==> src/pkg/twm_pkg.sv <==
// Purpose: constants and types of the two-wire master transmitter
// Assumes: APB register access, 32-bit data, one word per register
// Notes: status codes are byte values, the status register holds bits 7:3
// ----------------------------------------------------------------
// How it works
// - four modes exist; only master modes and unaddressed slave are built here
// - start request with flag write waits for a free bus, then drives START
// - after START the flag sets and status reads $08
// - direction bit of first address picks master transmit or master receive
// - after address and acknowledge the flag sets with $18, $20, $40 or $48, or $38 on lost arbitration
// - while the flag is set the bus transfer stays suspended
// - data write with flag low is dropped and sets write collision
// - stop request with flag write drives STOP on the bus while owning it
// - start request with flag write while owning the bus gives repeated START
// - after repeated START status reads $10 and bus ownership is kept
// - status code sits in bits 7:3, prescaler bits read apart
// - after each data byte and its acknowledge the flag sets with data status
// - write bit low, read bit high, acknowledge low, bytes of eight bits
// - after lost arbitration a clear without start releases the bus
// - stop request bit clears itself after STOP, pending start follows
// ----------------------------------------------------------------
package twm_pkg;
	localparam logic [7:0] OFS_CTRL = 8'h00;
	localparam logic [7:0] OFS_STATUS = 8'h04;
	localparam logic [7:0] OFS_DATA = 8'h08;
	localparam logic [7:0] OFS_RATE = 8'h0c;
	localparam logic [7:0] OFS_IRQ_STAT = 8'h10;
	localparam logic [7:0] OFS_IRQ_CLR = 8'h14;
	localparam logic [7:0] OFS_IRQ_EN = 8'h18;
	// control register bit positions
	localparam int B_FLAG = 7;
	localparam int B_ACK_EN = 6;
	localparam int B_STA = 5;
	localparam int B_STO = 4;
	localparam int B_WC = 3;
	localparam int B_EN = 2;
	localparam int B_IE = 0;
	// interrupt status bit positions
	localparam int I_FLAG = 0;
	localparam int I_WC = 1;
	localparam int I_LOST = 2;
	// status codes
	localparam logic [7:0] ST_START = 8'h08;
	localparam logic [7:0] ST_RSTART = 8'h10;
	localparam logic [7:0] ST_AW_ACK = 8'h18;
	localparam logic [7:0] ST_AW_NACK = 8'h20;
	localparam logic [7:0] ST_DW_ACK = 8'h28;
	localparam logic [7:0] ST_DW_NACK = 8'h30;
	localparam logic [7:0] ST_LOST = 8'h38;
	localparam logic [7:0] ST_AR_ACK = 8'h40;
	localparam logic [7:0] ST_AR_NACK = 8'h48;
	localparam logic [7:0] ST_DR_ACK = 8'h50;
	localparam logic [7:0] ST_DR_NACK = 8'h58;
	localparam logic [7:0] ST_NONE = 8'hf8;
	localparam logic [7:0] CODE_MASK = 8'hf8;
	// reset values and last bit index
	localparam logic [7:0] RST_DATA = 8'hff;
	localparam logic [7:0] RST_RATE = 8'h0f;
	localparam logic [2:0] BIT_LAST = 3'h7;
	typedef enum logic [2:0] {S_IDLE, S_WAIT, S_START, S_BIT, S_ACK, S_STOP, S_HOLD} twm_state_t;
endpackage

==> src/hw/twm_master.sv <==
// Purpose: two-wire bus master with APB registers and byte level handshake
// Assumes: scl and sda inputs are synchronous to pclk, open-drain pads outside
// Notes: slave modes are limited to the unaddressed state
//
// The APB slave port and the register addresses were chosen for this implementation.
module twm_master
	import twm_pkg::*;
(
	input wire logic pclk,
	input wire logic presetn,
	input wire logic psel,
	input wire logic penable,
	input wire logic pwrite,
	input wire logic [7:0] paddr,
	input wire logic [31:0] pwdata,
	output logic [31:0] prdata,
	output logic pready,
	output logic pslverr,
	input wire logic scl_i,
	output logic scl_o,
	output logic scl_oe,
	input wire logic sda_i,
	output logic sda_o,
	output logic sda_oe,
	output logic irq
);

	// ----------------------------------------------------------------
	// state
	// ----------------------------------------------------------------
	typedef struct packed {
		twm_state_t st;
		logic [1:0] ph;
		logic [2:0] bitcnt;
		logic [7:0] sh;
		logic [14:0] cnt;
		logic master;
		logic rx;
		logic aphase;
		logic rs;
		logic ackb;
		logic busy;
		logic scl_p;
		logic sda_p;
		logic scl_oe;
		logic sda_oe;
		logic scl_o;
		logic sda_o;
		logic flag;
		logic ack_en;
		logic sta;
		logic sto;
		logic wc;
		logic en;
		logic ie;
		logic [4:0] code;
		logic [1:0] ps;
		logic [7:0] data;
		logic [7:0] rate;
		logic [2:0] ist;
		logic [2:0] ien;
		logic [31:0] prdata;
		logic pready;
		logic pslverr;
		logic irq;
	} twm_regs_t;

	twm_regs_t state_reg;
	twm_regs_t state_next;
	logic tick;
	logic wr;
	logic wr_ctrl;
	logic launch;
	logic kill;
	logic rxdata;

	function automatic logic mapped(input logic [7:0] a);
		mapped = (a == OFS_CTRL) || (a == OFS_STATUS) || (a == OFS_DATA) || (a == OFS_RATE) ||
			(a == OFS_IRQ_STAT) || (a == OFS_IRQ_CLR) || (a == OFS_IRQ_EN);
	endfunction

	function automatic logic [7:0] rd(input logic [7:0] a, input twm_regs_t r);
		rd = 8'h00;
		unique case (a)
			OFS_CTRL: rd = {r.flag, r.ack_en, r.sta, r.sto, r.wc, r.en, 1'b0, r.ie};
			OFS_STATUS: rd = {r.code, 1'b0, r.ps};
			OFS_DATA: rd = r.data;
			OFS_RATE: rd = r.rate;
			OFS_IRQ_STAT: rd = {5'h00, r.ist};
			OFS_IRQ_EN: rd = {5'h00, r.ien};
			default: rd = 8'h00;
		endcase
	endfunction

	// quarter bit period: (rate + 1) * 4^ps cycles
	function automatic logic [14:0] qlim(input logic [7:0] rate, input logic [1:0] ps);
		qlim = (({7'h00, rate} + 15'h0001) << {ps, 1'b0}) - 15'h0001;
	endfunction

	// ----------------------------------------------------------------
	// next state
	// ----------------------------------------------------------------
	always_comb begin
		state_next = state_reg;
		tick = (state_reg.cnt == qlim(state_reg.rate, state_reg.ps));
		wr = psel && penable && state_reg.pready && pwrite && mapped(paddr);
		wr_ctrl = wr && (paddr == OFS_CTRL);
		kill = wr_ctrl && !pwdata[B_EN];
		launch = wr_ctrl && pwdata[B_FLAG] && (state_reg.st inside {S_IDLE, S_HOLD, S_WAIT});
		rxdata = state_reg.rx && !state_reg.aphase;
		state_next.pready = 1'b0;
		state_next.pslverr = 1'b0;
		state_next.scl_p = scl_i;
		state_next.sda_p = sda_i;
		state_next.scl_o = 1'b0;
		state_next.sda_o = 1'b0;
		// bus busy between a seen START and a seen STOP
		if (scl_i && state_reg.scl_p && state_reg.sda_p && !sda_i) begin
			state_next.busy = 1'b1;
		end else if (scl_i && state_reg.scl_p && !state_reg.sda_p && sda_i) begin
			state_next.busy = 1'b0;
		end
		if (state_reg.st inside {S_IDLE, S_HOLD} || tick) begin
			state_next.cnt = 15'h0000;
		end else begin
			state_next.cnt = state_reg.cnt + 15'h0001;
		end
		// first access cycle answers, second one commits
		if (psel && penable && !state_reg.pready) begin
			state_next.pready = 1'b1;
			state_next.pslverr = !mapped(paddr);
			state_next.prdata = {24'h000000, rd(paddr, state_reg)};
		end

		// ------------------------------------------------------------
		// software side
		// ------------------------------------------------------------
		if (wr_ctrl) begin
			state_next.ack_en = pwdata[B_ACK_EN];
			state_next.sta = pwdata[B_STA];
			state_next.sto = pwdata[B_STO];
			state_next.en = pwdata[B_EN];
			state_next.ie = pwdata[B_IE];
			if (pwdata[B_FLAG]) begin
				state_next.flag = 1'b0;
			end
		end
		if (kill) begin
			state_next.st = S_IDLE;
			state_next.master = 1'b0;
			state_next.scl_oe = 1'b0;
			state_next.sda_oe = 1'b0;
		end else if (launch) begin
			state_next.cnt = 15'h0000;
			state_next.ph = 2'd0;
			if (pwdata[B_STO]) begin
				if (state_reg.master) begin
					state_next.st = S_STOP;
				end else begin
					state_next.sto = 1'b0;
					state_next.st = pwdata[B_STA] ? S_WAIT : S_IDLE;
				end
			end else if (pwdata[B_STA]) begin
				state_next.rs = state_reg.master;
				state_next.st = state_reg.master ? S_START : S_WAIT;
			end else if (state_reg.master && state_reg.st == S_HOLD) begin
				state_next.st = S_BIT;
				state_next.bitcnt = 3'h0;
				state_next.sh = state_reg.data;
				if (state_reg.aphase) begin
					state_next.rx = state_reg.data[0];
				end
			end else begin
				// released bus: back to unaddressed slave
				state_next.st = S_IDLE;
				state_next.scl_oe = 1'b0;
				state_next.sda_oe = 1'b0;
			end
		end
		if (wr && paddr == OFS_DATA) begin
			if (state_reg.flag) begin
				state_next.data = pwdata[7:0];
				state_next.wc = 1'b0;
			end else begin
				state_next.wc = 1'b1;
				state_next.ist[I_WC] = 1'b1;
			end
		end
		if (wr && paddr == OFS_STATUS) begin
			state_next.ps = pwdata[1:0];
		end
		if (wr && paddr == OFS_RATE) begin
			state_next.rate = pwdata[7:0];
		end
		if (wr && paddr == OFS_IRQ_EN) begin
			state_next.ien = pwdata[2:0];
		end
		if (wr && paddr == OFS_IRQ_CLR) begin
			state_next.ist = state_next.ist & ~pwdata[2:0];
		end

		// ------------------------------------------------------------
		// bus engine; hardware sets come last so a set wins a clear
		// ------------------------------------------------------------
		if (!kill) begin
			unique case (state_reg.st)
				S_IDLE, S_HOLD: begin
				end
				S_WAIT: begin
					if (!launch && !state_reg.busy && scl_i && sda_i) begin
						state_next.st = S_START;
						state_next.ph = 2'd0;
						state_next.rs = 1'b0;
					end
				end
				S_START: begin
					if (tick) begin
						unique case (state_reg.ph)
							2'd0: begin
								state_next.sda_oe = 1'b0;
								state_next.ph = 2'd1;
							end
							2'd1: begin
								state_next.scl_oe = 1'b0;
								state_next.ph = 2'd2;
							end
							2'd2: begin
								// wait out clock stretching before the falling sda
								if (scl_i) begin
									state_next.sda_oe = 1'b1;
									state_next.ph = 2'd3;
								end
							end
							2'd3: begin
								state_next.scl_oe = 1'b1;
								state_next.flag = 1'b1;
								state_next.ist[I_FLAG] = 1'b1;
								state_next.code = state_reg.rs ? ST_RSTART[7:3] : ST_START[7:3];
								state_next.master = 1'b1;
								state_next.aphase = 1'b1;
								state_next.st = S_HOLD;
							end
						endcase
					end
				end
				S_BIT: begin
					if (tick) begin
						unique case (state_reg.ph)
							2'd0: begin
								state_next.sda_oe = rxdata ? 1'b0 : !state_reg.sh[7];
								state_next.ph = 2'd1;
							end
							2'd1: begin
								state_next.scl_oe = 1'b0;
								state_next.ph = 2'd2;
							end
							2'd2: begin
								if (scl_i) begin
									if (!rxdata && !state_reg.sda_oe && !sda_i) begin
										// another master pulled a one low
										state_next.st = S_HOLD;
										state_next.scl_oe = 1'b0;
										state_next.sda_oe = 1'b0;
										state_next.master = 1'b0;
										state_next.flag = 1'b1;
										state_next.ist[I_FLAG] = 1'b1;
										state_next.ist[I_LOST] = 1'b1;
										state_next.code = ST_LOST[7:3];
									end else begin
										state_next.sh = {state_reg.sh[6:0], sda_i};
										state_next.ph = 2'd3;
									end
								end
							end
							2'd3: begin
								state_next.scl_oe = 1'b1;
								state_next.bitcnt = state_reg.bitcnt + 3'h1;
								state_next.ph = 2'd0;
								if (state_reg.bitcnt == BIT_LAST) begin
									state_next.st = S_ACK;
									if (rxdata) begin
										state_next.data = state_reg.sh;
									end
								end
							end
						endcase
					end
				end
				S_ACK: begin
					if (tick) begin
						unique case (state_reg.ph)
							2'd0: begin
								state_next.sda_oe = rxdata && state_reg.ack_en;
								state_next.ph = 2'd1;
							end
							2'd1: begin
								state_next.scl_oe = 1'b0;
								state_next.ph = 2'd2;
							end
							2'd2: begin
								if (scl_i) begin
									state_next.ackb = rxdata ? !state_reg.ack_en : sda_i;
									state_next.ph = 2'd3;
								end
							end
							2'd3: begin
								state_next.scl_oe = 1'b1;
								state_next.sda_oe = 1'b0;
								state_next.flag = 1'b1;
								state_next.ist[I_FLAG] = 1'b1;
								state_next.aphase = 1'b0;
								state_next.st = S_HOLD;
								unique case ({state_reg.aphase, state_reg.rx})
									2'b10: state_next.code = state_reg.ackb ? ST_AW_NACK[7:3] : ST_AW_ACK[7:3];
									2'b11: state_next.code = state_reg.ackb ? ST_AR_NACK[7:3] : ST_AR_ACK[7:3];
									2'b00: state_next.code = state_reg.ackb ? ST_DW_NACK[7:3] : ST_DW_ACK[7:3];
									2'b01: state_next.code = state_reg.ackb ? ST_DR_NACK[7:3] : ST_DR_ACK[7:3];
								endcase
							end
						endcase
					end
				end
				S_STOP: begin
					if (tick) begin
						unique case (state_reg.ph)
							2'd0: begin
								state_next.sda_oe = 1'b1;
								state_next.ph = 2'd1;
							end
							2'd1: begin
								state_next.scl_oe = 1'b0;
								state_next.ph = 2'd2;
							end
							2'd2: begin
								if (scl_i) begin
									state_next.sda_oe = 1'b0;
									state_next.ph = 2'd3;
								end
							end
							2'd3: begin
								// no flag here: software sees the stop as sto low and status $F8
								state_next.sto = 1'b0;
								state_next.master = 1'b0;
								state_next.code = ST_NONE[7:3];
								state_next.st = state_reg.sta ? S_WAIT : S_IDLE;
								state_next.ph = 2'd0;
							end
						endcase
					end
				end
			endcase
		end
		state_next.irq = |(state_next.ist & state_next.ien) || (state_next.flag && state_next.ie);
	end

	always_ff @(posedge pclk or negedge presetn) begin
		if (!presetn) begin
			state_reg <= '0;
			state_reg.st <= S_IDLE;
			state_reg.code <= ST_NONE[7:3];
			state_reg.data <= RST_DATA;
			state_reg.rate <= RST_RATE;
			state_reg.scl_p <= 1'b1;
			state_reg.sda_p <= 1'b1;
		end else begin
			state_reg <= state_next;
		end
	end

	assign prdata = state_reg.prdata;
	assign pready = state_reg.pready;
	assign pslverr = state_reg.pslverr;
	assign scl_o = state_reg.scl_o;
	assign scl_oe = state_reg.scl_oe;
	assign sda_o = state_reg.sda_o;
	assign sda_oe = state_reg.sda_oe;
	assign irq = state_reg.irq;
endmodule

==> config.mk <==
export PLATFORM = sky130hd
export DESIGN_NAME = twm_master
export DESIGN_NICKNAME = d
export VERILOG_FILES = /design/src/pkg/twm_pkg.sv /design/src/hw/twm_master.sv
export SDC_FILE = /design/constraint.sdc
export NUM_CORES = 1
export LEC_CHECK = 0
export BUFFER_PORTS_ARGS = -buffer_cell sky130_fd_sc_hd__buf_2
export CORE_MARGIN = 3
export CORE_UTILIZATION = 62
export CTS_BUF_LIST = sky130_fd_sc_hd__clkbuf_4 sky130_fd_sc_hd__clkbuf_8
export DETAILED_ROUTE_END_ITERATION = 8
export HOLD_SLACK_MARGIN = 0.03
export PLACE_DENSITY = 0.85
export SYNTH_ARGS = -nofsm -noshare
export SYNTH_HDL_FRONTEND = slang
export SYNTH_SLANG_ARGS = --single-unit
==> constraint.sdc <==
create_clock -name pclk -period 7.96 [get_ports pclk]
set_input_delay 0.398 -clock pclk [delete_from_list [all_inputs] [get_ports pclk]]
set_output_delay 0.398 -clock pclk [all_outputs]
set_load 0.02 [all_outputs]
# [After elaboration in Yosys (flattened, before gate mapping)]
# Index checks and enable logic that the tools add are counted.
[word_totals] register_bits=88 latch_bits=0 ram_bits=0 rom_bits=0 output_inout_bits=39 wordCells=291 mem_count=0
[op_classes] add_sub_neg=4 multipliers=0 div_mod_pow=0 order_cmp=0 eq_ne=30 n_shift=1 mux=155 bitwise=6 reduce_logical=63
[op_table] operator="$mux W8" count=11
[op_table] operator="$mux W5" count=14
[op_table] operator="$mux W1" count=68
[op_table] operator="$mux W31" count=2
[op_table] operator="$pmux W5 S4" count=3
[op_table] operator="$pmux W8 S6" count=1
[op_table] operator="$mux W11" count=4
[op_table] operator="$mux W2" count=20
[op_table] operator="$mux W3" count=12
[op_table] operator="$mux W16" count=2
[op_table] operator="$logic_and A1 B1 Y1" count=28
[op_table] operator="$mux W28" count=1
[op_table] operator="$eq A8 B5 Y1 const B" count=3
[op_table] operator="$pmux W2 S4" count=3
[op_table] operator="$ne A2 B2 Y1 const B" count=10
[op_table] operator="$eq A8 B4 Y1 const B" count=2
[op_table] operator="$pmux W1 S2" count=8
[op_table] operator="$add A15 B1 Y15 const B" count=1
[op_table] operator="$eq A15 B15 Y1" count=1
[op_table] operator="$mux W15" count=1
[op_table] operator="$shl A9 B3 Y15" count=1
[op_table] operator="$sub A15 B1 Y15 const B" count=1
[op_table] operator="$eq A3 B3 Y1 const B" count=4
[op_table] operator="$logic_not A1 Y1" count=12
[op_table] operator="26 further kinds" count=46

# [Logic depth before layout (Yosys ltp)]
# Gate-level depths: netlist of run 1.
[depth] ltp_word=21 depth_mapped=18 mapped_depth_nobuf=13

# [Least setup slack after synthesis of run 1]
# OpenSTA, ideal clock, no wires.
[synth_timing] path_kind="flip-flop to flip-flop" start="reg state_reg[42] in the netlist's numbering" end="reg state_reg[112] in the netlist's numbering" setup_time_ns=0.120 t_arrival_ns=3.548 required_time_ns=7.840 path_slack_ns=4.292 path_stages_with_launch=14 n_path_buf=0 cell_sequence="dfstp_2 -> ha_1 -> nand3_2 -> or2_1 -> a31o_2 -> nor4b_2 -> nand3_1 -> xnor2_1 -> nor4b_1 -> o31ai_2 -> nor4_4 -> or3b_1 -> a221o_1 -> and3_1"
[synth_rtl] element="start: declaration" line="twm_master.sv:68" rtl="twm_regs_t state_reg;"
[synth_rtl] element="start signal: assignment" line="twm_master.sv:366" rtl="state_reg <= state_next;"

==> parameters.txt, run 1 <==
Parameter                              Value

CTS
  Root buffer selected by CTS    sky130_fd_sc_hd__clkbuf_8
  Clock latency of the later-clocked register in the worst-skew pair    ~370 ps
  Clock tree from TritonCTS    yes
  Post-CTS setup buffer count    0
  CTS clock-pin slew for the worst setup and hold paths    ~100 ps
  Number of gates resized after CTS    0
  Clock buffers created by TritonCTS    9
  Clock sink count    88
  Hold-fix buffers at CTS    0
  CTS H-tree depth    3
  Deepest clock path buffer count    2

Die
  Cell Rows    36
  Starting Density    0.645
  Ports    86
  Die Ht    around 110 um
  X dimension of the die    roughly 110 um
  Placeable core region    approximately 10000 um2
  Overall die area    approximately 12000 um2

Global routing
  Busiest grt layer    met2
  M3 GR Usage    0.0492
  Number of global-route vias before repair    between 5000 and 6000
  Remaining global-route overflow    0
  Met1 layer usage reported by global route    0.370
  Met2 GRT Util    0.450
  Maximum number of pins on one net before global-route repair    a little under 90
  Wire length of the first global-routing pass    25.5 mm
  Total global-route track usage    0.274
  Number of antenna violations at the first check in global routing    0

Worst setup path
  Setup crit start kind    register
  Flop2flop setup slack    between 3000 and 4000 ps
  Critical Path Slowest Stage Cell    sky130_fd_sc_hd__dfrtp_1
  Peak per-stage delay on the critical path    a little over 900 ps
  Reg2Reg Launch Point    state_reg[57]$_DFFE_PN0P_
  Depth of the most critical reg-to-reg path    12
  Maximum fanout count along the critical path    28
  Crit path cell chain    inv_2, o221ai_2, o22ai_1, nor4b_2, nand3_1, xnor2_1, nor4b_1, o31ai_2, nor4_4, or3b_1, a221o_1, and3_1
  Endpoint of the lowest-slack register-to-register path    state_reg[112]$_DFF_PN0_
  Worst setup path category    register to register
  Data arrival, critical path    5100 ps
  Worst path required time    8220 ps
  CP Capture Type    register

Placed design
  HPWL after DPL    11.2 mm
  Count of port buffers added during placement    35
  Number of placed cells counting well taps    between 800 and 900
  Placer congestion estimate    0.938
  Post-detailed-placement cell area    roughly 6400 um2

Hold path
  Min-delay src    sda_i
  Worst hold path stage count    1
  Hold worst-path end    state_reg[75]$_DFF_PN1_
  Hold Crit Class    primary input to register

Power
  Peak supply drop    0.000106 V
  Switching Fraction    0.333
  Static power due to leakage    about 2.9 nW
  Sequential power share    0.505
  Switching power total    between 300 and 400 uW
  Pwr Density    between 100 and 150 nW/um2
  Logic pwr share    0.167
  Total power    approximately 950 uW
  Internal cell power    ~640 uW
  Power share of the clock group    0.328

STA
  Number of slew-limit violations in the final report    0
  Maximum operating frequency    207 MHz
  Unrepaired setup endpoints after global routing    false
  Final clock period utilization by the worst path    0.607
  Relative max-transition margin    0.286
  Layout Skew    17.2 ps
  Final Hold Vio Count    0
  Slew of the pin with the lowest slew margin    1070 ps
  Setup-violating endpoint count in the final report    0
  Total negative setup slack    0 ps
  Final Critical Period    4840 ps

Cells and area
  Ant. Diodes    0
  Final #Nets    around 800
  Number of inserted filler cells in the final layout    803
  Design area    ~6600 um2
  Largest register FFs    75
  Syn-to-layout area delta    2.90%
  Fraction of layout cells with a size suffix above 1    0.153
  Final cell count without fillers    between 800 and 900

Detailed routing
  Routed via count    5592
  Detailed Routing Iterations Pass 1    5
  Remaining antenna violation count after routing    0
  Iter 0 DRT Violations    between 400 and 500
  Avg WL per Cell    17.6 um
  DRC    0
  Detailed-route wire length    15.5 mm
  Number of vias per cell    6.38

Synthesis
  Number of enable-type register cells in the synthesized netlist    0
  Proportion of synthesized flip-flops having asynchronous set or reset    1.00
  Leading register cell type out of synthesis    sky130_fd_sc_hd__dfrtp_1
  Register area share after synthesis    0.348
  Warnings from Yosys    0
  Number of distinct standard cells referenced by the synthesized netlist    75
  Syn Area/Cell    about 8.6 um2
  Post-Synthesis Cells    744
  Area of the mapped netlist    6390 um2
  Seq cells post-synth    88

Status
  Run status    completed

Flow run
  Count of maximum capacitance violations    0
[cells in the final DEF, fill, tap and decap left out, types with 10 or more instances in the layout]
cell type	count
sky130_fd_sc_hd__a21oi_1	43
sky130_fd_sc_hd__nand3_1	37
sky130_fd_sc_hd__mux2_2	17
sky130_fd_sc_hd__nor2_1	66
sky130_fd_sc_hd__nand2_1	58
sky130_fd_sc_hd__nor3_1	23
sky130_fd_sc_hd__buf_2	34
sky130_fd_sc_hd__dfrtp_1	69
sky130_fd_sc_hd__a21o_1	10
sky130_fd_sc_hd__and3_1	14
sky130_fd_sc_hd__conb_1	26
sky130_fd_sc_hd__a211oi_1	10
sky130_fd_sc_hd__nand4_1	12
sky130_fd_sc_hd__mux2i_1	30
sky130_fd_sc_hd__xnor2_1	23
sky130_fd_sc_hd__xor2_1	20
sky130_fd_sc_hd__ha_1	10
sky130_fd_sc_hd__dfstp_2	19
sky130_fd_sc_hd__inv_1	22
sky130_fd_sc_hd__a31oi_1	10
sky130_fd_sc_hd__o21ai_0	42
[worst max-delay path, delay by kind of cell (launching register included)]
family | cells | cell delay, ps
AOI/OAI and AO/OA | 4 | 1110
xor gates and xnor gates | 1 | 180
buffers and inverters | 1 | 240
DFF | 1 | 920
and+or+nand+nor | 6 | 2270
[area by class of cell]
class | instances | area [um2] | share of cell area
Inverter | 23 | 86.3 | 0.0131
Timing Repair Buffer | 37 | 193 | 0.0293
Clock buffer | 9 | 124 | 0.0188
Multi-Input combinational cell | 579 | 3700 | 0.563
Sequential cell | 88 | 2230 | 0.338
Tap cell | 133 | 166 | 0.0253
Clock inverter | 7 | 81.3 | 0.0124
[worst max path at each step]
stage,startpoint,endpoint,slack (ps),depth (start not counted)
floorplan,state_reg[42]$_DFFE_PN1P_,state_reg[112]$_DFF_PN0_,4290,13
CTS,state_reg[57]$_DFFE_PN0P_,state_reg[112]$_DFF_PN0_,3230,12
global placement,state_reg[41]$_DFFE_PN1P_,state_reg[112]$_DFF_PN0_,3390,13
detailed placement,state_reg[57]$_DFFE_PN0P_,state_reg[112]$_DFF_PN0_,3230,12
global route,state_reg[57]$_DFFE_PN0P_,state_reg[98]$_DFF_PN0_,2740,11
finish,state_reg[57]$_DFFE_PN0P_,state_reg[112]$_DFF_PN0_,3120,12
[per-stage QoR]
stage / utilization / hold WS [ps] / setup slack, ps
2_1_floorplan: - / 102 / 4290
3_3_place_gp: 0.643 / 455 / 3390
3_5_place_dp: 0.643 / 466 / 3230
4_1_cts: 0.664 / 164 / 3230
5_1_grt: 0.664 / 158 / 2740
6_report: 0.664 / 179 / 3120
[per-layer routing]
layer  vias up  part of all wire
met5         -                 0
met4         0             0.023
met3        36             0.064
met2       238              0.48
met1      2705              0.43
li1       2613                 -
[Yosys cell counts, drive strengths merged, types with 23 or more instances]
library cell  count  area, um2
a21oi            45        233
buf              55        383
clkbuf           24       90.1
dfrtp            69       1730
inv              23       86.3
mux2i            30        300
nand2            59        224
nand3            39        205
nor2             66        248
nor3             23        115
o21ai            45        229
xnor2            23        201
[kinds of logic after synthesis]
group	synth area share
AOI/OAI and AO/OA	0.192
xor gates and xnor gates	0.0589
adders and majority gates	0.0196
buffers and inverters	0.0875
DFF	0.348
muxes	0.0769
other	0.000587
and+or+nand+nor	0.216
[power by group through the flow]
stage,registers [mW],logic [mW],clock network [mW]
floorplan,0.484,0.130,0
global placement,0.488,0.152,0
detailed placement,0.488,0.156,0
CTS,0.481,0.156,0.320
global route,0.484,0.178,0.340
finish,0.481,0.160,0.312
(Power assumes the default switching activity.)
==> run 2, diff against run 1 <==
CORE_UTILIZATION = 60   (was 62)
PLACE_DENSITY = 0.83   (was 0.85)
clock period = 5.03 ns   (was 7.96 ns; I/O delays follow)
==> run 2 against run 1 <==
Critical path depth is 2 higher. Cell count is 0.68% higher. Sequential power is 58% higher. Power is 59% higher. Critical path type unchanged. Largest cell class unchanged. Largest power group unchanged.
==> parameters.txt, run 2 (synthesis gave the netlist of run 1 again) <==
Parameter                              Value

Status
  Run status    completed

Detailed routing
  Routed via count    between 5000 and 6000
  Detailed-route wire length    15.8 mm
  Number of vias per cell    between 6 and 7
  Avg WL per Cell    around 18 um
  Iter 0 DRT Violations    611
  Remaining antenna violation count after routing    0
  DRC    0
  Detailed Routing Iterations Pass 1    5

Die
  Cell Rows    37
  X dimension of the die    roughly 110 um
  Ports    86
  Placeable core region    between 10000 and 15000 um2
  Overall die area    between 10000 and 15000 um2
  Starting Density    0.619
  Die Ht    ~110 um

Cells and area
  Syn-to-layout area delta    3.25%
  Most frequent standard cell in the layout excluding fill and tap cells    sky130_fd_sc_hd__dfrtp_1
  Final #Nets    798
  Fraction of layout cells with a size suffix above 1    0.155
  Largest register FFs    75
  Ant. Diodes    0
  Util after Layout    0.639
  Commonest cells after routing, fill and taps aside    69 x sky130_fd_sc_hd__dfrtp_1, 66 x sky130_fd_sc_hd__nor2_1, 58 x sky130_fd_sc_hd__nand2_1
  Number of inserted filler cells in the final layout    between 800 and 900
  Final cell count without fillers    882

CTS
  CTS clock-pin slew for the worst setup and hold paths    approximately 100 ps
  Root buffer selected by CTS    sky130_fd_sc_hd__clkbuf_8
  CTS H-tree depth    3
  Clock tree from TritonCTS    yes
  Clock latency of the later-clocked register in the worst-skew pair    around 370 ps
  Deepest clock path buffer count    2
  Clock sink count    88
  Number of gates resized after CTS    0
  Clock buffers created by TritonCTS    9

Global routing
  Number of global-route vias before repair    5362
  Number of antenna violations at the first check in global routing    0
  Maximum number of pins on one net before global-route repair    89
  Wire length of the first global-routing pass    26.5 mm
  Total global-route track usage    0.278
  Remaining global-route overflow    0

Flow run
  Count of maximum capacitance violations    0

Worst setup path
  Reg2Reg Launch Point    state_reg[41]$_DFFE_PN1P_
  CP Capture Type    register
  Flop2flop setup slack    between 400 and 500 ps
  Startpoint of the worst setup timing path    state_reg[41]$_DFFE_PN1P_
  CP delay by family, top    simple AND/OR/NAND/NOR gates
  WP buf/inv    1
  Worst setup path category    register to register
  Endpoint of the lowest-slack register-to-register path    state_reg[53]$_DFF_PN1_
  Worst path required time    5320 ps
  Crit path cell chain    ha_1, nand3_2, or2_1, xnor2_1, o311ai_1, nand3_1, nor3b_2, xor2_1, nand4_1, nor4_1, buf_4, nand2_1, or3_1, a21oi_1
  Depth of the most critical reg-to-reg path    14
  Setup crit start kind    register
  Critical Path Slowest Stage Cell    sky130_fd_sc_hd__dfstp_2
  Data arrival, critical path    between 4000 and 5000 ps
  Peak per-stage delay on the critical path    670 ps
  Maximum fanout count along the critical path    12

STA
  Unrepaired setup endpoints after global routing    false
  Layout Skew    about 8.9 ps
  Final clock period utilization by the worst path    0.918
  Relative max-transition margin    0.272
  Hold Worst Slack    slightly below 60 ps
  Slew of the pin with the lowest slew margin    between 1000 and 1500 ps
  Final Hold Vio Count    0
  Total negative setup slack    0 ps
  Number of slew-limit violations in the final report    0
  Final Critical Period    about 4600 ps
  Setup-violating endpoint count in the final report    0
  Maximum operating frequency    about 220 MHz

Placed design
  Number of placed cells counting well taps    between 800 and 900
  Placer congestion estimate    between 0.9 and 1
  HPWL after DPL    between 10 and 15 mm
  Count of port buffers added during placement    35

Power
  Pwr Density    230 nW/um2
  Total power    1.52 mW
  Switching Fraction    0.338
  Static power due to leakage    approximately 2.9 nW
  Logic pwr share    0.170
  Switching power total    about 510 uW
  Power share of the clock group    0.328
  Sequential power share    0.502
  Internal cell power    around 1 mW
  Peak supply drop    ~0.00019 V

Hold path
  Hold Crit Class    primary input to asynchronous set/reset pin
==> run 2: cell count changes in the layout (fill, tap and decap cells not counted), sizes merged <==
cell / change
clkinvlp: +1
dlygate4sd3: +1
inv: -1
buf: +2
==> run 2: what timing repair did <==
| item | CTS | global route |
|---|---|---|
| hold buffers | 1 | 0 |
| buffers inserted | 0 | 0 |
| hold endpoints to repair | 1 | 0 |
==> run 2: final cells by class <==
cell class / count / area, um2 / share of cell area
inverter: 23 / 86.3 / 0.0131
clock inverter: 7 / 75.1 / 0.0114
timing repair buffer: 40 / 218 / 0.0330
multi-input combinational: 579 / 3700 / 0.561
tap: 136 / 170 / 0.0258
sequential: 88 / 2230 / 0.337
clock buffer: 9 / 124 / 0.0188
==> run 2: power groups by stage <==
stage                     Clock, mW  Combinational (mW)  Sequential, mW
final                         0.497               0.259           0.761
after global routing          0.535               0.292           0.765
after CTS                     0.508               0.255           0.760
after detailed placement          0               0.253           0.773
after global placement            0               0.242           0.772
after floorplan                   0               0.205           0.766
==> run 2: worst register-to-register path, delay by kind of cell (launching register included) <==
kind                       cells  cell delay [ps]
and+or+nand+nor                8             2190
AOI/OAI and AO/OA              2              740
DFF                            1              670
xor gates and xnor gates       2              350
adders and majority gates      1              340
buffers and inverters          1              260
==> run 2: layer usage <==
| metal | track usage | up-vias | wire length, um |
|---|---|---|---|
| met5 | 0 | - | 0 |
| met4 | 0.0997 | 0 | 364 |
| met2 | 0.452 | 222 | 7680 |
| met1 | 0.376 | 2696 | 6750 |
| li1 | - | 2625 | - |
| met3 | 0.0456 | 36 | 1020 |
==> run 2: how the worst max path moves through the flow <==
stage	to	depth (start not counted)	slack, ps
after floorplan	state_reg[112]$_DFF_PN0_	13	1360
after global placement	state_reg[78]$_DFFE_PN0P_	14	750
after detailed placement	state_reg[78]$_DFFE_PN0P_	14	520
after CTS	state_reg[78]$_DFFE_PN0P_	14	460
after global routing	state_reg[53]$_DFF_PN1_	13	100
final	state_reg[53]$_DFF_PN1_	14	410
==> run 2: per-stage QoR <==
stage | cell area (um2) | setup slack, ps
after floorplan | 6490 | 1360
after global placement | 6390 | 746
after detailed placement | 6390 | 524
after CTS | 6600 | 463
after global routing | 6600 | 101
final | 6600 | 412
==> run 3, diff against run 2 <==
CELL_PAD_IN_SITES_DETAIL_PLACEMENT = 1   (was unset)
CELL_PAD_IN_SITES_GLOBAL_PLACEMENT = 2   (was unset)
CORE_UTILIZATION = 36   (was 60)
PLACE_DENSITY = unset   (was 0.83)
PLACE_DENSITY_LB_ADDON = 0.1   (was unset)
==> run 3 against run 2 <==
Cell count grew 11%. Fmax is essentially flat. Global-route usage shrank 8.3 points. Hold slack lost 2.7 ps. Critical path depth is the same. First-iteration DRC count shrank 51%. Wire length grew 19%. Power grew 4.4%. Critical endpoint is now state_reg[109]$_DFF_PN0_. Highest routed layer unchanged.
==> parameters.txt, run 3 (synthesis gave the netlist of run 1 again) <==
Parameter                              Value

CTS
  Root buffer selected by CTS    sky130_fd_sc_hd__clkbuf_8
  Clock buffers created by TritonCTS    9
  CTS H-tree depth    3
  Deepest clock path buffer count    2
  Clock tree from TritonCTS    yes
  CTS clock-pin slew for the worst setup and hold paths    100 ps
  Clock sink count    between 80 and 90
  Clock latency of the later-clocked register in the worst-skew pair    slightly below 400 ps

Cells and area
  Ant. Diodes    0
  Commonest cells after routing, fill and taps aside    69 x sky130_fd_sc_hd__dfrtp_1, 66 x sky130_fd_sc_hd__nor2_1, 58 x sky130_fd_sc_hd__nand2_1
  Footprint of the multi-input gates    roughly 3700 um2
  Number of inserted filler cells in the final layout    2085
  Final #Nets    roughly 800
  Largest register FFs    75
  Syn-to-layout area delta    5.85%
  FF+latch area    approximately 2200 um2
  Util after Layout    0.390
  Fraction of layout cells with a size suffix above 1    0.161
  Most frequent standard cell in the layout excluding fill and tap cells    sky130_fd_sc_hd__dfrtp_1
  Design area    6770 um2

STA
  Final Hold Vio Count    0
  Relative max-transition margin    0.509
  Final clock period utilization by the worst path    0.917
  Final Critical Period    about 4600 ps
  Layout Skew    approximately 15 ps
  Total negative setup slack    0 ps
  Setup-violating endpoint count in the final report    0
  Number of slew-limit violations in the final report    0
  Unrepaired setup endpoints after global routing    false
  Maximum operating frequency    217 MHz
  Slew of the pin with the lowest slew margin    736 ps

Global routing
  Busiest grt layer    met2
  Number of global-route vias before repair    5662
  M3 GR Usage    0.0251
  Remaining global-route overflow    0
  Met2 GRT Util    0.314
  Maximum number of pins on one net before global-route repair    53
  Met1 layer usage reported by global route    0.277
  Wire length of the first global-routing pass    between 30 and 40 mm
  Total global-route track usage    0.195
  Number of antenna violations at the first check in global routing    0

Worst setup path
  Setup crit start kind    register
  Maximum fanout count along the critical path    12
  Worst setup path category    register to register
  CP Capture Type    register
  Crit path cell chain    ha_1, nand3_2, or2_1, xnor2_1, o311ai_1, nand3_1, nor3b_2, xor2_1, nand4_1, nor4_4, buf_4, or4b_1, nand4_1, o211ai_1
  CP delay by family, top    simple AND/OR/NAND/NOR gates
  Data arrival, critical path    approximately 4900 ps
  WP buf/inv    1
  Peak per-stage delay on the critical path    between 600 and 700 ps
  CP dominant cell by count    sky130_fd_sc_hd__nand4_1
  Worst path required time    around 5300 ps
  Critical Path Slowest Stage Cell    sky130_fd_sc_hd__dfstp_2

Hold path
  Hold Crit Class    primary input to register

Power
  Static power due to leakage    about 3 nW
  Pwr Density    ~230 nW/um2
  Peak supply drop    roughly 0.00013 V
  Total power    around 1.6 mW

Detailed routing
  Detailed Routing Iterations Pass 1    4
  Routed via count    roughly 5400
  Number of vias per cell    5.59
  Iter 0 DRT Violations    302
  Remaining antenna violation count after routing    0
  Avg WL per Cell    about 19 um
  Detailed-route wire length    roughly 19 mm
  DRC    0

Die
  Ports    between 80 and 90
  Cell Rows    48
  Die Ht    ~140 um
  Starting Density    0.368
  X dimension of the die    ~140 um
  Placeable core region    17400 um2
  Overall die area    19400 um2

Flow run
  Count of maximum capacitance violations    0

Status
  Run status    completed

Placed design
  Post-detailed-placement cell area    6530 um2
  Count of port buffers added during placement    35
  HPWL after DPL    between 10 and 15 mm
  Placer congestion estimate    0.852
## run 3: changes by cell type in the layout (fill, tap and decap cells not counted), sizes merged
cell         before  now
buf              39   42
bufinv            0    1
clkinv            2    1
clkinvlp          1    0
dlygate4sd3       1    2
inv              27   28
## run 3: area by class of cell
type                       count  area share
multi-input combinational    579       0.549
sequential                    88       0.329
tap                          225      0.0416
timing repair buffer          44      0.0370
clock buffer                   9      0.0183
clock inverter                 7      0.0128
inverter                      23      0.0128
## run 3: per-stage QoR
stage | std cells | setup WS, ps | hold slack (ps)
global route | 975 | 4.04 | 46.3
global placement | 957 | 550 | 272
CTS | 975 | 395 | 34.7
floorplan | 769 | 1360 | -44.1
detailed placement | 957 | 408 | 279
finish | 975 | 415 | 56.2
## run 3: worst paths after layout
path | end | from | cells past startpoint | slack (ps)
max reg2reg | state_reg[109]$_DFF_PN0_ | state_reg[41]$_DFFE_PN1P_ | 14 | 420
max | state_reg[109]$_DFF_PN0_ | state_reg[41]$_DFFE_PN1P_ | 14 | 420
max in group asynchronous | state_reg[45]$_DFFE_PN0P_ | presetn | 3 | 3550
min reg2reg | state_reg[62]$_DFFE_PN1P_ | state_reg[62]$_DFFE_PN1P_ | 2 | 470
min | state_reg[76]$_DFF_PN1_ | scl_i | 1 | 60
min in group asynchronous | prdata[6]$_DFFE_PN0P_ | presetn | 2 | 380
## run 3: power by group
part           total (mW)  internal [mW]  switching (mW)
combinational       0.265         0.0799           0.185
clock               0.557          0.243           0.314
sequential          0.762          0.728          0.0338
## run 3: timing repair
action,in CTS,in global routing
resized for setup,0,1
setup endpoints to repair,0,1
setup buffers,0,0
hold endpoints to repair,35,0
hold buffers,2,0
## run 3: per-layer routing
layer,share of wire,vias up,wire (um)
met1,0.49,2729,9240
met2,0.46,76,8770
li1,-,2627,-
met4,0.014,0,268
met5,0,-,0
met3,0.031,15,589
